==> src/hw/tof_cfg.svh <==
// Constants of the time-of-flight serial command and readout block
`ifndef TOF_CFG_SVH
`define TOF_CFG_SVH

`define CLK_PERIOD_NS   10
`define BOOT_TIME_NS    10000
`define READ_TIME_NS    200
`define WRITE_TIME_NS   1000
`define RELOAD_TIME_NS  2000
`define BOOT_CYCLES     ((`BOOT_TIME_NS + `CLK_PERIOD_NS - 1) / `CLK_PERIOD_NS)
`define READ_CYCLES     ((`READ_TIME_NS + `CLK_PERIOD_NS - 1) / `CLK_PERIOD_NS)
`define WRITE_CYCLES    ((`WRITE_TIME_NS + `CLK_PERIOD_NS - 1) / `CLK_PERIOD_NS)
`define RELOAD_CYCLES   ((`RELOAD_TIME_NS + `CLK_PERIOD_NS - 1) / `CLK_PERIOD_NS)

`define FRAME_BITS      5'h10
`define CMD_NOP         3'h0
`define CMD_READ        3'h1
`define CMD_WRITE       3'h2
`define CMD_ABORT       3'h3
`define CMD_PAGE        3'h4
`define CMD_RESET       3'h6

`define RC_READ         3'h1
`define RC_WRITE        3'h2
`define RC_PAGE         3'h4
`define RESP_IDLE       16'h0000
`define RESP_RD_BUSY    16'h7333
`define RESP_WR_BUSY    16'hcccc
`define RESP_BOOT       16'hebff
`define RESP_ABORT      16'he38e
`define RESP_ERROR      16'hf5ff
`define RESP_NOT_READY  16'hffff

`define ADDR_CHIP_TYPE  8'h00
`define ADDR_CHIP_REV   8'h01
`define ADDR_NVM_ADDR   8'h11
`define ADDR_NVM_DATA   8'h12
`define ADDR_PHASE_F1   8'h22
`define ADDR_ILLUM_F1   8'h24
`define ADDR_PHASE_F2   8'h25
`define ADDR_ILLUM_F2   8'h27
`define ADDR_ILLUM_GRAY 8'h3c
`define ADDR_PIX_DATA   8'h4c
`define ADDR_SAT_TOP    8'h4d
`define ADDR_SAT_BOT    8'h4e
`define ADDR_SUM_DATA   8'h54
`define ADDR_RD_STATUS  8'h55

`define RST_PHASE_F1    8'h34
`define RST_ILLUM_F1    8'h00
`define RST_PHASE_F2    8'h3d
`define RST_ILLUM_F2    8'h00
`define RST_ILLUM_GRAY  8'h26
`define RST_NVM         8'h00

`define PS_A_LSB        0
`define PS_B_LSB        2
`define ILLUM_ON_BIT    4
`define ILLUM_OFF_BIT   5
`define STAT_RDY_BIT    7
`define PIX_ONE_BYTES   6'h02

`endif

==> src/hw/tof_pkg.sv <==
// Types of the time-of-flight serial command and readout block
package tof_pkg;
	typedef enum logic [2:0] {
		OP_BOOT,
		OP_IDLE,
		OP_READ,
		OP_WRITE,
		OP_RELOAD
	} op_t;
endpackage

==> src/hw/tof_spi_response_readout.sv <==
// Serial command engine, response encoder, readout buffer and page registers
`timescale 1ns/1ps
`include "tof_cfg.svh"

module tof_byte_fifo #(
	parameter int WIDTH = 8,
	parameter int DEPTH = 16
) (
	input  wire logic                     clk,
	input  wire logic                     rst_n,
	input  wire logic                     in_valid,
	output logic                          in_ready,
	input  wire logic [WIDTH-1:0]         in_data,
	output logic                          out_valid,
	input  wire logic                     out_ready,
	output logic [WIDTH-1:0]              out_data,
	output logic [$clog2(DEPTH+1)-1:0]    count
);
	localparam int AW = $clog2(DEPTH);
	logic [WIDTH-1:0]         mem_r [DEPTH];
	logic [AW-1:0]            wr_r;
	logic [AW-1:0]            rd_r;
	logic [$clog2(DEPTH+1)-1:0] cnt_r;
	logic                     push;
	logic                     pop;

	if (DEPTH < 2 || (1 << AW) != DEPTH) begin : g_chk
		$error("FIFO depth must be a power of two, at least 2");
	end

	assign push      = in_valid && in_ready;
	assign pop       = out_valid && out_ready;
	assign in_ready  = cnt_r != DEPTH[$clog2(DEPTH+1)-1:0];
	assign out_valid = cnt_r != '0;
	assign out_data  = mem_r[rd_r];
	assign count     = cnt_r;

	always_ff @(posedge clk) begin
		if (push) begin
			mem_r[wr_r] <= in_data;
		end
	end

	always_ff @(posedge clk) begin
		if (!rst_n) begin
			wr_r  <= '0;
			rd_r  <= '0;
			cnt_r <= '0;
		end else begin
			if (push) begin
				wr_r <= wr_r + 1'b1;
			end
			if (pop) begin
				rd_r <= rd_r + 1'b1;
			end
			if (push && !pop) begin
				cnt_r <= cnt_r + 1'b1;
			end else if (pop && !push) begin
				cnt_r <= cnt_r - 1'b1;
			end
		end
	end
endmodule // tof_byte_fifo

// Notes on behaviour
// - Idle NOP answers code 000, zeros
// - Read done answers 001, address, value
// - Write done answers 010, address, value
// - Read busy answers 011, fixed patterns
// - Page select answers 100 with pointer
// - Write busy answers 110, fixed patterns
// - Boot answers 111 with boot patterns
// - Abort idles, answers 111 abort patterns
// - Bad frame length answers 111 error
// - Not ready answers 111, all ones
// - Buffer holds one double-row, or pixel
// - Emptied double-row refills from next one
// - Data-available pin follows buffer occupancy
// - Status register gives ready, byte count
// - Shadow values apply at next exposure
// - Reserved untouched; reset restores defaults
// - Two 2-bit phase-step selectors per frame
// - Bit 4 emitter on, bit 5 off
// - Answer comes in the following frame
// - Commands during busy write are ignored
module tof_spi_response_readout #(
	parameter logic [7:0] CHIP_TYPE  = 8'h5a, // Arbitrary value
	parameter logic [7:0] CHIP_REV   = 8'h01, // Arbitrary value
	parameter int         ROW_BYTES  = 16,
	parameter int         FIFO_DEPTH = 16
) (
	input  wire logic       CLK,
	input  wire logic       RST_N,
	input  wire logic       SCLK,
	input  wire logic       NSS_N,
	input  wire logic       MOSI,
	output logic            MISO_O,
	output logic            MISO_OE,
	input  wire logic       PIX_VALID,
	input  wire logic [7:0] PIX_DATA,
	output logic            PIX_READY,
	input  wire logic [7:0] SAT_TOP,
	input  wire logic [7:0] SAT_BOT,
	input  wire logic       ONE_PIXEL,
	input  wire logic       EXPOSURE_START,
	output logic            DATA_RDY,
	output logic [3:0]      PHASE_F1,
	output logic [3:0]      PHASE_F2,
	output logic [1:0]      ILLUM_F1,
	output logic [1:0]      ILLUM_F2,
	output logic [1:0]      ILLUM_GRAY
);
	localparam int CW = $clog2(FIFO_DEPTH + 1);

	if (ROW_BYTES < 2 || ROW_BYTES > 63 || ROW_BYTES > FIFO_DEPTH) begin : g_chk
		$error("Double-row length must fit the FIFO and the 6-bit count");
	end

	logic [2:0]  sclk_s;
	logic [2:0]  nss_s;
	logic [1:0]  mosi_s;
	logic        sclk_rise;
	logic        sclk_fall;
	logic        frame_start;
	logic        frame_end;
	logic [15:0] rx_r;
	logic [4:0]  bits_r;
	logic [15:0] tx_r;
	logic        miso_r;
	logic        miso_oe_r;
	logic [15:0] resp_r;
	logic        shown_r;
	logic [15:0] answer;
	tof_pkg::op_t op_r;
	logic [11:0] op_cnt_r;
	logic [7:0]  op_addr_r;
	logic [7:0]  op_data_r;
	logic [2:0]  page_r;
	logic [2:0]  cmd;
	logic [7:0]  abs_addr;
	logic        op_done;
	logic [7:0]  rd_value;
	logic        wr_en;
	logic        pop_pix;
	logic [7:0]  nvm_addr_r;
	logic [7:0]  nvm_data_r;
	logic [7:0]  phase_f1_r;
	logic [7:0]  phase_f2_r;
	logic [7:0]  illum_f1_r;
	logic [7:0]  illum_f2_r;
	logic [7:0]  illum_gray_r;
	logic [3:0]  phase_f1_out_r;
	logic [3:0]  phase_f2_out_r;
	logic [1:0]  illum_f1_out_r;
	logic [1:0]  illum_f2_out_r;
	logic [1:0]  illum_gray_out_r;
	logic        fifo_in_ready;
	logic        fifo_out_valid;
	logic [7:0]  fifo_out_data;
	logic [CW-1:0] fifo_count;
	logic        pix_ready_r;
	logic [5:0]  avail_r;
	logic [5:0]  row_len;
	logic [7:0]  sat_top_r;
	logic [7:0]  sat_bot_r;
	logic        data_rdy_r;

	// Pin synchronisers; only the second and third stages are looked at
	always_ff @(posedge CLK) begin
		if (!RST_N) begin
			sclk_s <= 3'h0;
			nss_s  <= 3'h7;
			mosi_s <= 2'h0;
		end else begin
			sclk_s <= {sclk_s[1:0], SCLK};
			nss_s  <= {nss_s[1:0], NSS_N};
			mosi_s <= {mosi_s[0], MOSI};
		end
	end

	assign sclk_rise   = sclk_s[1] && !sclk_s[2] && !nss_s[1];
	assign sclk_fall   = !sclk_s[1] && sclk_s[2] && !nss_s[1];
	assign frame_start = !nss_s[1] && nss_s[2];
	assign frame_end   = nss_s[1] && !nss_s[2];
	assign cmd         = rx_r[15:13];
	assign abs_addr    = {page_r, rx_r[12:8]};

	always_ff @(posedge CLK) begin
		if (!RST_N) begin
			rx_r   <= 16'h0000;
			bits_r <= 5'h00;
		end else if (frame_start) begin
			bits_r <= 5'h00;
		end else if (sclk_rise) begin
			rx_r <= {rx_r[14:0], mosi_s[1]};
			if (bits_r != 5'h1f) begin
				bits_r <= bits_r + 5'h01;
			end
		end
	end

	// Answer shown in the coming frame
	always_comb begin
		case (op_r)
			tof_pkg::OP_BOOT:   answer = `RESP_BOOT;
			tof_pkg::OP_RELOAD: answer = `RESP_NOT_READY;
			tof_pkg::OP_READ:   answer = `RESP_RD_BUSY;
			tof_pkg::OP_WRITE:  answer = `RESP_WR_BUSY;
			default:            answer = resp_r;
		endcase
	end

	// Shifter loads at frame start, next bit leaves on each falling edge
	always_ff @(posedge CLK) begin
		if (!RST_N) begin
			tx_r      <= 16'h0000;
			miso_r    <= 1'b0;
			miso_oe_r <= 1'b0;
		end else if (frame_start) begin
			tx_r      <= answer;
			miso_r    <= answer[15];
			miso_oe_r <= 1'b1;
		end else if (frame_end) begin
			miso_oe_r <= 1'b0;
		end else if (sclk_fall) begin
			tx_r   <= {tx_r[14:0], 1'b0};
			miso_r <= tx_r[14];
		end
	end

	always_comb begin
		case (op_r)
			tof_pkg::OP_BOOT:   op_done = op_cnt_r == 12'(`BOOT_CYCLES - 1);
			tof_pkg::OP_READ:   op_done = op_cnt_r == 12'(`READ_CYCLES - 1);
			tof_pkg::OP_WRITE:  op_done = op_cnt_r == 12'(`WRITE_CYCLES - 1);
			tof_pkg::OP_RELOAD: op_done = op_cnt_r == 12'(`RELOAD_CYCLES - 1);
			default:            op_done = 1'b0;
		endcase
	end

	always_comb begin
		case (op_addr_r)
			`ADDR_CHIP_TYPE:  rd_value = CHIP_TYPE;
			`ADDR_CHIP_REV:   rd_value = CHIP_REV;
			`ADDR_NVM_ADDR:   rd_value = nvm_addr_r;
			`ADDR_NVM_DATA:   rd_value = nvm_data_r;
			`ADDR_PHASE_F1:   rd_value = phase_f1_r;
			`ADDR_ILLUM_F1:   rd_value = illum_f1_r;
			`ADDR_PHASE_F2:   rd_value = phase_f2_r;
			`ADDR_ILLUM_F2:   rd_value = illum_f2_r;
			`ADDR_ILLUM_GRAY: rd_value = illum_gray_r;
			`ADDR_PIX_DATA:   rd_value = avail_r != 6'h00 ? fifo_out_data : 8'h00;
			`ADDR_SUM_DATA:   rd_value = avail_r != 6'h00 ? fifo_out_data : 8'h00;
			`ADDR_SAT_TOP:    rd_value = sat_top_r;
			`ADDR_SAT_BOT:    rd_value = sat_bot_r;
			`ADDR_RD_STATUS:  rd_value = {data_rdy_r, 1'b0, avail_r};
			default:          rd_value = 8'h00;
		endcase
	end

	assign wr_en   = op_r == tof_pkg::OP_WRITE && op_done;
	assign pop_pix = op_r == tof_pkg::OP_READ && op_done && avail_r != 6'h00
		&& (op_addr_r == `ADDR_PIX_DATA || op_addr_r == `ADDR_SUM_DATA);

	// Command sequencer; a frame that ends while busy is dropped, except an abort during a read, which ends it
	always_ff @(posedge CLK) begin
		if (!RST_N) begin
			op_r      <= tof_pkg::OP_BOOT;
			op_cnt_r  <= 12'h000;
			op_addr_r <= 8'h00;
			op_data_r <= 8'h00;
			page_r    <= 3'h0;
			resp_r    <= `RESP_IDLE;
		end else if (op_r != tof_pkg::OP_IDLE) begin
			op_cnt_r <= op_cnt_r + 12'h001;
			if (op_done) begin
				op_r     <= tof_pkg::OP_IDLE;
				op_cnt_r <= 12'h000;
				case (op_r)
					tof_pkg::OP_READ:  resp_r <= {`RC_READ, op_addr_r[4:0], rd_value};
					tof_pkg::OP_WRITE: resp_r <= {`RC_WRITE, op_addr_r[4:0], op_data_r};
					default:           resp_r <= `RESP_IDLE;
				endcase
			end else if (frame_end && op_r == tof_pkg::OP_READ && bits_r == `FRAME_BITS
				&& cmd == `CMD_ABORT) begin
				op_r     <= tof_pkg::OP_IDLE;
				op_cnt_r <= 12'h000;
				resp_r   <= `RESP_ABORT;
			end
		end else if (frame_end) begin
			if (bits_r != `FRAME_BITS) begin
				resp_r <= `RESP_ERROR;
			end else begin
				case (cmd)
					`CMD_NOP: resp_r <= shown_r ? `RESP_IDLE : resp_r;
					`CMD_READ: begin
						op_r      <= tof_pkg::OP_READ;
						op_addr_r <= abs_addr;
					end
					`CMD_WRITE: begin
						op_r      <= tof_pkg::OP_WRITE;
						op_addr_r <= abs_addr;
						op_data_r <= rx_r[7:0];
					end
					`CMD_ABORT: resp_r <= `RESP_ABORT;
					`CMD_PAGE: begin
						page_r <= rx_r[10:8];
						resp_r <= {`RC_PAGE, 2'b00, rx_r[10:8], 8'h00};
					end
					`CMD_RESET: begin
						op_r   <= tof_pkg::OP_RELOAD;
						page_r <= 3'h0;
					end
					default: resp_r <= `RESP_ERROR;
				endcase
			end
		end
	end

	// Stored answer counts as delivered once an idle frame starts; a poll ending after that clears it
	always_ff @(posedge CLK) begin
		if (!RST_N || op_done) begin
			shown_r <= 1'b0;
		end else if (frame_start && op_r == tof_pkg::OP_IDLE) begin
			shown_r <= 1'b1;
		end
	end

	// Staged registers; a reload restores the factory values
	always_ff @(posedge CLK) begin
		if (!RST_N || (op_r == tof_pkg::OP_RELOAD && op_done)) begin
			nvm_addr_r   <= `RST_NVM;
			nvm_data_r   <= `RST_NVM;
			phase_f1_r   <= `RST_PHASE_F1;
			illum_f1_r   <= `RST_ILLUM_F1;
			phase_f2_r   <= `RST_PHASE_F2;
			illum_f2_r   <= `RST_ILLUM_F2;
			illum_gray_r <= `RST_ILLUM_GRAY;
		end else if (wr_en) begin
			case (op_addr_r)
				`ADDR_NVM_ADDR:   nvm_addr_r   <= op_data_r;
				`ADDR_NVM_DATA:   nvm_data_r   <= op_data_r;
				`ADDR_PHASE_F1:   phase_f1_r   <= op_data_r;
				`ADDR_ILLUM_F1:   illum_f1_r   <= op_data_r;
				`ADDR_PHASE_F2:   phase_f2_r   <= op_data_r;
				`ADDR_ILLUM_F2:   illum_f2_r   <= op_data_r;
				`ADDR_ILLUM_GRAY: illum_gray_r <= op_data_r;
				default:          nvm_addr_r   <= nvm_addr_r;
			endcase
		end
	end

	// Shadow copies reach the sequencer only at an exposure start
	always_ff @(posedge CLK) begin
		if (!RST_N) begin
			phase_f1_out_r   <= 4'(`RST_PHASE_F1);
			phase_f2_out_r   <= 4'(`RST_PHASE_F2);
			illum_f1_out_r   <= 2'(`RST_ILLUM_F1 >> `ILLUM_ON_BIT);
			illum_f2_out_r   <= 2'(`RST_ILLUM_F2 >> `ILLUM_ON_BIT);
			illum_gray_out_r <= 2'(`RST_ILLUM_GRAY >> `ILLUM_ON_BIT);
		end else if (EXPOSURE_START) begin
			phase_f1_out_r   <= {phase_f1_r[`PS_B_LSB +: 2], phase_f1_r[`PS_A_LSB +: 2]};
			phase_f2_out_r   <= {phase_f2_r[`PS_B_LSB +: 2], phase_f2_r[`PS_A_LSB +: 2]};
			illum_f1_out_r   <= {illum_f1_r[`ILLUM_OFF_BIT], illum_f1_r[`ILLUM_ON_BIT]};
			illum_f2_out_r   <= {illum_f2_r[`ILLUM_OFF_BIT], illum_f2_r[`ILLUM_ON_BIT]};
			illum_gray_out_r <= {illum_gray_r[`ILLUM_OFF_BIT], illum_gray_r[`ILLUM_ON_BIT]};
		end
	end

	tof_byte_fifo #(
		.WIDTH (8),
		.DEPTH (FIFO_DEPTH)
	) u_fifo (
		.clk       (CLK),
		.rst_n     (RST_N),
		.in_valid  (PIX_VALID && pix_ready_r),
		.in_ready  (fifo_in_ready),
		.in_data   (PIX_DATA),
		.out_valid (fifo_out_valid),
		.out_ready (pop_pix),
		.out_data  (fifo_out_data),
		.count     (fifo_count)
	);

	assign row_len = ONE_PIXEL ? `PIX_ONE_BYTES : 6'(ROW_BYTES);

	// Ready is registered one word early so a push never meets a full FIFO
	always_ff @(posedge CLK) begin
		if (!RST_N) begin
			pix_ready_r <= 1'b0;
		end else begin
			pix_ready_r <= fifo_in_ready && fifo_count < CW'(FIFO_DEPTH - 1);
		end
	end

	// Double-row window over the FIFO, refilled once fully read
	always_ff @(posedge CLK) begin
		if (!RST_N) begin
			avail_r    <= 6'h00;
			sat_top_r  <= 8'h00;
			sat_bot_r  <= 8'h00;
			data_rdy_r <= 1'b0;
		end else begin
			if (avail_r == 6'h00 && fifo_count >= CW'(row_len) && fifo_out_valid) begin
				avail_r    <= row_len;
				sat_top_r  <= SAT_TOP;
				sat_bot_r  <= SAT_BOT;
				data_rdy_r <= 1'b1;
			end else if (pop_pix) begin
				avail_r    <= avail_r - 6'h01;
				data_rdy_r <= avail_r != 6'h01;
			end
		end
	end

	assign MISO_O     = miso_r;
	assign MISO_OE    = miso_oe_r;
	assign PIX_READY  = pix_ready_r;
	assign DATA_RDY   = data_rdy_r;
	assign PHASE_F1   = phase_f1_out_r;
	assign PHASE_F2   = phase_f2_out_r;
	assign ILLUM_F1   = illum_f1_out_r;
	assign ILLUM_F2   = illum_f2_out_r;
	assign ILLUM_GRAY = illum_gray_out_r;
endmodule // tof_spi_response_readout

==> config.mk <==
export PLATFORM = sky130hd
export DESIGN_NAME = tof_spi_response_readout
export DESIGN_NICKNAME = d
export VERILOG_FILES = /design/src/hw/tof_pkg.sv /design/src/hw/tof_spi_response_readout.sv
export VERILOG_INCLUDE_DIRS = /design/src /design/src/hw
export SDC_FILE = /design/constraint.sdc
export NUM_CORES = 1
export LEC_CHECK = 0
export ABC_AREA = 1
export BUFFER_PORTS_ARGS = -buffer_cell sky130_fd_sc_hd__buf_4
export CORE_AREA = 2 2 168 170
export CTS_CLUSTER_DIAMETER = 150
export DETAILED_ROUTE_END_ITERATION = 8
export DIE_AREA = 0 0 170 172
export MAX_ROUTING_LAYER = met4
export PLACE_DENSITY = 0.77
export SYNTH_ARGS = -nofsm -noshare
export SYNTH_HDL_FRONTEND = slang
export SYNTH_SLANG_ARGS = --single-unit
==> constraint.sdc <==
create_clock -name CLK -period 3.4 [get_ports CLK]
set_clock_uncertainty 0.1 [all_clocks]
set_input_delay 0.34 -clock CLK [delete_from_list [all_inputs] [get_ports CLK]]
set_output_delay 0.34 -clock CLK [all_outputs]
set_load 0.1 [all_outputs]
==> results.cfg, run 1 <==
[worst_setup_path]
cp.required_ns = 3.74
r2r-end = u_fifo.count[4]$_SDFFE_PN0P_
reg2regPathDepth = 16
rrSetupSlack_ns = 0.30
cp-end-kind = flip-flop
crit_type = reg2reg
worstPathArrival_ns = 3.43
critPathLaunchType = flip-flop
critical_path_peak_fanout = 6
cp-endpoint = u_fifo.count[4]$_SDFFE_PN0P_
rr_startpoint = avail_r[0]$_SDFFE_PN0P_
startpoint = avail_r[0]$_SDFFE_PN0P_

[global_routing]
overflow = 0
grt_usage_pct = 26.8
grt_max_degree = 75
grt_pass1_vias = 11700
grt_pass1_wl_um = 60200
antenna_found_initial = 0

[synthesis]
yosys_warnings = 0
synth_area_leaders = dfxtp_1 28%, edfxtp_1 26%, nand2_1 9.7%
synth_seq_cells = 336
synthCells = 1839
yosysUniqueCellTypes = 41
synthesis.nets = 1891
syn_area_per_cell_um2 = 8.10
seq_area_frac_synth_pct = 53.7
synth_top_area_share_pct = 27.9
synth_top_area_cell = dfxtp_1
netlist_area_um2 = 14900

[cells_and_area]
drive_gt1_share_pct = 9.00
layout_common_cells = 386 x nand2_1, 242 x nor2_1, 205 x dfxtp_1, 196 x o21ai_0, 162 x a21oi_1
layout.nets = 1938
syn_to_final_growth_pct = 13.2
final_util_pct = 61.4
final_common_cell = nand2_1
num_antenna_cells = 0

[sta]
hold_violations = 0
rsz0062_at_grt = false
setup_viol = 0
fmax_ghz = 0.323
finalCritPeriodShare_pct = 91.1
min_period_ns = 3.10
setup_tns_ns = 0
relSlewSlack_pct = 42.6
hold_ws_ns = 0.00534
worst_pin_slew_ns = 0.858
slew_viol_final = 0

[floorplan]
core_um2 = 27500
ios = 50
start_util_pct = 54.2
rows = 61
die_x_um = 170
die_area_um2 = 29200
dieHeight_um = 172

[clock_tree]
cts_root_buffer = clkbuf_16
cts_max_path_buffers = 3
cts_tree = done
insertion_delay_ns = 0.52
h-tree-depth = 2
clkTransAtPathRegs_ns = 0.06
numClockSinks = 336
cts_made_buffers = 36

[route]
drc = 0
antenna_left = 0
wirelength_um = 38800
firstDrtPassIters = 6
vias_per_cell = 5.66
wl_per_cell_um = 17.2
drt-initial-drc-count = 1291
num_vias = 12800

[outcome]
status = completed

[power]
power_frac_clock_pct = 43.4
seq_power_share_pct = 49.1
p_comb_share_pct = 7.5
p_leak_uw = 0.00681
p_per_area_nw_per_um2 = 529
p_sw_share_pct = 23.5
p_switching_uw = 2100
peakVddDrop_mv = 0.416
intPower_uw = 6820
p_total_uw = 8920

[placement]
hpwl_um = 25600
gp_congestion = 0.957
io_buffers = 49

[min_path]
hp-class = in2reg

[run]
maxCapViolations = 0
cell families (layout without fill, tap and decap cells):
kind of cell | Yosys count | after routing | share of synthesized area [%]
AOI/OAI and AO/OA | 399 | 399 | 14.1
xor gates and xnor gates | 11 | 11 | 0.646
adders and majority gates | 20 | 20 | 1.73
buffers and inverters | 248 | 321 | 6.54
DFF | 336 | 336 | 53.7
and+or+nand+nor | 825 | 825 | 23.3
cell usage after synthesis:
master and number:
nand3b_1 3, inv_1 159, o21ai_1 3, buf_2 14, nand4_1 23, fa_1 1
ha_1 19, xnor2_1 2, a31oi_1 1, nand2_2 3, o21a_1 3, xor2_1 9
nor3_2 1, a21boi_0 1, o211ai_1 22, o21bai_1 1, o221ai_1 1, clkinv_1 1
buf_6 2, clkbuf_1 58, nor2_2 9, a21boi_4 1, inv_2 7, nor3_1 12
o22ai_1 2, nand2_4 2, a21oi_1 162, or2_2 3, nand2_1 386, a211oi_1 2
buf_1 4, nor2_1 242, a21o_1 2, dfxtp_1 208, edfxtp_1 128, nor2_4 8
o2111ai_1 1, buf_4 3, nor4_1 2, nand3_1 131, o21ai_0 197
sequential cells by signal, summed over array words and instances (netlist names), 6 cells and up, named ones only:
name and cells:
u_fifo.mem_r 128, resp_r 16, rx_r 16, tx_r 15
op_cnt_r 12, illum_f1_r 8, illum_f2_r 8, illum_gray_r 8
nvm_addr_r 8, nvm_data_r 8, op_addr_r 8, op_data_r 8
phase_f1_r 8, phase_f2_r 8, sat_bot_r 8, sat_top_r 8
avail_r 6
area by class of cell:
type	count	area, um2
fill	2320	10600
inverter	167	627
sequential	336	8010
timing repair buffer	90	701
clock inverter	11	115
tap	346	433
multi-input combinational	1255	5930
clock buffer	53	1060
worst min-delay path by stage:
stage / startpoint / to / cells past startpoint
3_5_place_dp: mosi_s[0]$_SDFF_PN0_ / mosi_s[1]$_SDFF_PN0_ / 2
3_3_place_gp: mosi_s[0]$_SDFF_PN0_ / mosi_s[1]$_SDFF_PN0_ / 2
6_report: SAT_BOT[5] / sat_bot_r[5]$_SDFFE_PN0P_ / 3
4_1_cts: SAT_BOT[5] / sat_bot_r[5]$_SDFFE_PN0P_ / 3
2_1_floorplan: mosi_s[0]$_SDFF_PN0_ / mosi_s[1]$_SDFF_PN0_ / 2
5_1_grt: SAT_BOT[5] / sat_bot_r[5]$_SDFFE_PN0P_ / 3
per-stage QoR:
step / cell area (um2) / setup slack [ns] / cells
floorplan: 14900 / 0.335 / 1839
global placement: 15600 / 0.217 / 2182
detailed placement: 15600 / 0.114 / 2182
CTS: 16800 / 0.0766 / 2256
global route: 16900 / 0.0129 / 2258
finish: 16900 / 0.302 / 2258
power groups by stage:
| stage | logic [uW] | registers (uW) | clock network, uW |
|---|---|---|---|
| 5_1_grt | 746 | 4380 | 4070 |
| 6_report | 672 | 4380 | 3870 |
| 2_1_floorplan | 370 | 4530 | 0 |
| 4_1_cts | 669 | 4370 | 3910 |
| 3_3_place_gp | 635 | 4450 | 0 |
| 3_5_place_dp | 651 | 4460 | 0 |
repair_timing:
action / 4_1_cts / 5_1_grt
setup endpoints to repair: 0 / 2
hold buffers: 10 / 0
buffers inserted: 0 / 2
endpoints found under the hold margin: 10 / 0
resized for setup: 0 / 4
critical path, cell delays in order (launching register included):
cell and delay [ns]:
dfxtp_1 0.38, inv_1 0.12, ha_1 0.25, nand3_1 0.14
a21boi_4 0.21, nand2_1 0.11, nor2_4 0.13, nand2_2 0.10
ha_1 0.25, inv_2 0.10, ha_1 0.27, a21o_1 0.20
a21oi_1 0.18, o21bai_1 0.08, a21oi_1 0.15, o21ai_0 0.09
a21oi_1 0.14
layer usage:
layer  up-vias  track usage [%]  wire [um]
li1       6198                -          -
met1      5948             36.3      16600
met2       557             41.1      17800
met3        84             4.46       3310
met4         0             9.40       1020
met5         -                -          0
Note: power is estimated with default switching activity, not from simulation.
==> run 2: changes to the inputs <==
--- a/config.mk
+++ b/config.mk
@@ -13,7 +13,7 @@
 export DETAILED_ROUTE_END_ITERATION = 8
 export DIE_AREA = 0 0 170 172
 export MAX_ROUTING_LAYER = met4
-export PLACE_DENSITY = 0.77
+export PLACE_DENSITY = 0.8
 export SYNTH_ARGS = -nofsm -noshare
 export SYNTH_HDL_FRONTEND = slang
 export SYNTH_SLANG_ARGS = --single-unit
==> run 2 against run 1 <==
Against the previous run:
- the flow now finishes with violations (hold timing)
- clock power shrank 5%
- worst setup slack gained 0.0055 ns
- flip-flop and latch count is the same
- highest routed layer unchanged
- worst hold slack lost 0.0056 ns
- wire length shrank 0.76%
- non-clock buffer count shrank 8
- total power shrank 2.1%
==> results.cfg, run 2 (synthesized netlist as in run 1, its figures left out) <==
[power]
power_frac_clock_pct = 42.2
p_sw_share_pct = 23.9
p_leak_uw = 0.00674
p_per_area_nw_per_um2 = 522
seq_power_share_pct = 50.1
p_total_uw = 8730
p_comb_share_pct = 7.7
peakVddDrop_mv = 0.429
intPower_uw = 6640
p_switching_uw = 2090

[clock_tree]
clkTransAtPathRegs_ns = 0.06
cts_max_path_buffers = 3
cts_tree = done
cts_root_buffer = clkbuf_16
numClockSinks = 336
cts_made_buffers = 35
h-tree-depth = 2
insertion_delay_ns = 0.51

[global_routing]
grt_pass1_vias = 11600
grt_max_degree = 65
grt_pass1_wl_um = 59900
grt_usage_pct = 26.6
overflow = 0
antenna_found_initial = 0

[sta]
setup_viol = 0
fmax_ghz = 0.323
hold_ws_ns = -0.000221
setup_tns_ns = 0
rsz0062_at_grt = false
finalCritPeriodShare_pct = 91.0
relSlewSlack_pct = 40.0
worst_pin_slew_ns = 0.897
slew_viol_final = 0
hold_violations = 1
min_period_ns = 3.09

[worst_setup_path]
crit_type = reg2reg
reg2regPathDepth = 16
critPathLaunchType = flip-flop
worstPathArrival_ns = 3.43
rr_startpoint = avail_r[0]$_SDFFE_PN0P_
rrSetupSlack_ns = 0.31
critical_path_peak_fanout = 6
cp.required_ns = 3.74
startpoint = avail_r[0]$_SDFFE_PN0P_
r2r-end = u_fifo.count[4]$_SDFFE_PN0P_
cp-end-kind = flip-flop

[cells_and_area]
reg_top3 = u_fifo.mem_r (128), resp_r (16), rx_r (16)
num_antenna_cells = 0
seq_area_um2 = 8010
syn_to_final_growth_pct = 12.2
drive_gt1_share_pct = 9.04
fill_cells = 2334
multiInputGateArea_um2 = 5940
final_common_cell = nand2_1
layout.nets = 1929
largest_reg_flops = 128
top_register = u_fifo.mem_r
layout_common_cells = 386 x nand2_1, 242 x nor2_1, 204 x dfxtp_1, 196 x o21ai_0, 160 x a21oi_1

[route]
firstDrtPassIters = 6
wl_per_cell_um = 17.1
drc = 0
num_vias = 12900
antenna_left = 0
vias_per_cell = 5.72
drt-initial-drc-count = 1668
wirelength_um = 38500

[outcome]
violations = hold timing
status = finished with violations

[placement]
io_buffers = 49
gp_congestion = 0.937
hpwl_um = 25700

[floorplan]
rows = 61
core_um2 = 27500
ios = 50
die_area_um2 = 29200
die_x_um = 170
dieHeight_um = 172
start_util_pct = 54.2

[min_path]
worstHoldStart = SAT_TOP[6]
whs_path_depth = 3
hold_path_end = sat_top_r[6]$_SDFFE_PN0P_
hp-class = in2reg

[run]
maxCapViolations = 0
run 2: power groups by stage:
stage	logic, uW	clock network (uW)	registers, uW
after floorplan	370	0	4530
after global placement	635	0	4450
after detailed placement	652	0	4460
after CTS	661	3720	4370
after global routing	738	3890	4390
final	668	3690	4370
run 2: repair_timing:
item                                    in CTS  in global routing
buffers inserted                             0                  2
hold buffers                                 5                  0
endpoints found under the setup margin       0                  2
gates resized for setup                      0                  8
hold endpoints to repair                     5                  0
run 2: worst max-delay path by stage:
stage	endpoint	slack (ns)
2_1_floorplan	u_fifo.count[4]$_SDFFE_PN0P_	0.34
3_3_place_gp	u_fifo.count[4]$_SDFFE_PN0P_	0.21
3_5_place_dp	u_fifo.count[4]$_SDFFE_PN0P_	0.13
4_1_cts	u_fifo.count[4]$_SDFFE_PN0P_	0.09
5_1_grt	u_fifo.count[4]$_SDFFE_PN0P_	0.02
6_report	u_fifo.count[4]$_SDFFE_PN0P_	0.31
run 2: metal layers:
metal	vias to the layer above	track usage (%)	share of wire, %
met4	0	8.03	2.7
met1	6004	36.5	44
li1	6189	-	-
met3	97	3.23	8.0
met5	-	-	0
met2	566	41.9	45
run 2: critical path, cell delays in order, from the launching register on:
cell and delay, ns:
dfxtp_1 0.37, inv_1 0.11, ha_1 0.25, nand3_1 0.16, a21boi_4 0.26, nand2_1 0.12
nor2_4 0.13, nand2_2 0.10, ha_2 0.23, inv_2 0.09, ha_1 0.28, a21o_1 0.21
a21oi_2 0.16, o21bai_1 0.10, a21oi_2 0.12, o21ai_0 0.08, a21oi_1 0.15
run 2: stage by stage:
step                worst slack [ns]  cell area [um2]  hold WS (ns)  cells  util [%]
floorplan                      0.335            14900         0.290   1839         -
global placement               0.214            15600         0.295   2179      56.6
detailed placement             0.128            15600         0.301   2179      56.6
CTS                           0.0912            16700       0.00249   2246      60.8
global route                  0.0177            16700        0.0201   2248      60.9
finish                         0.308            16700     -0.000221   2248      60.9
run 2: cell type report:
class	count	share of cell area [%]
clock buffers	48	5.72
clock inverters	14	0.800
inverters	167	3.75
multi-input cells	1255	35.5
flip-flops and latches	336	47.9
well taps	346	2.59
repair buffers	82	3.75
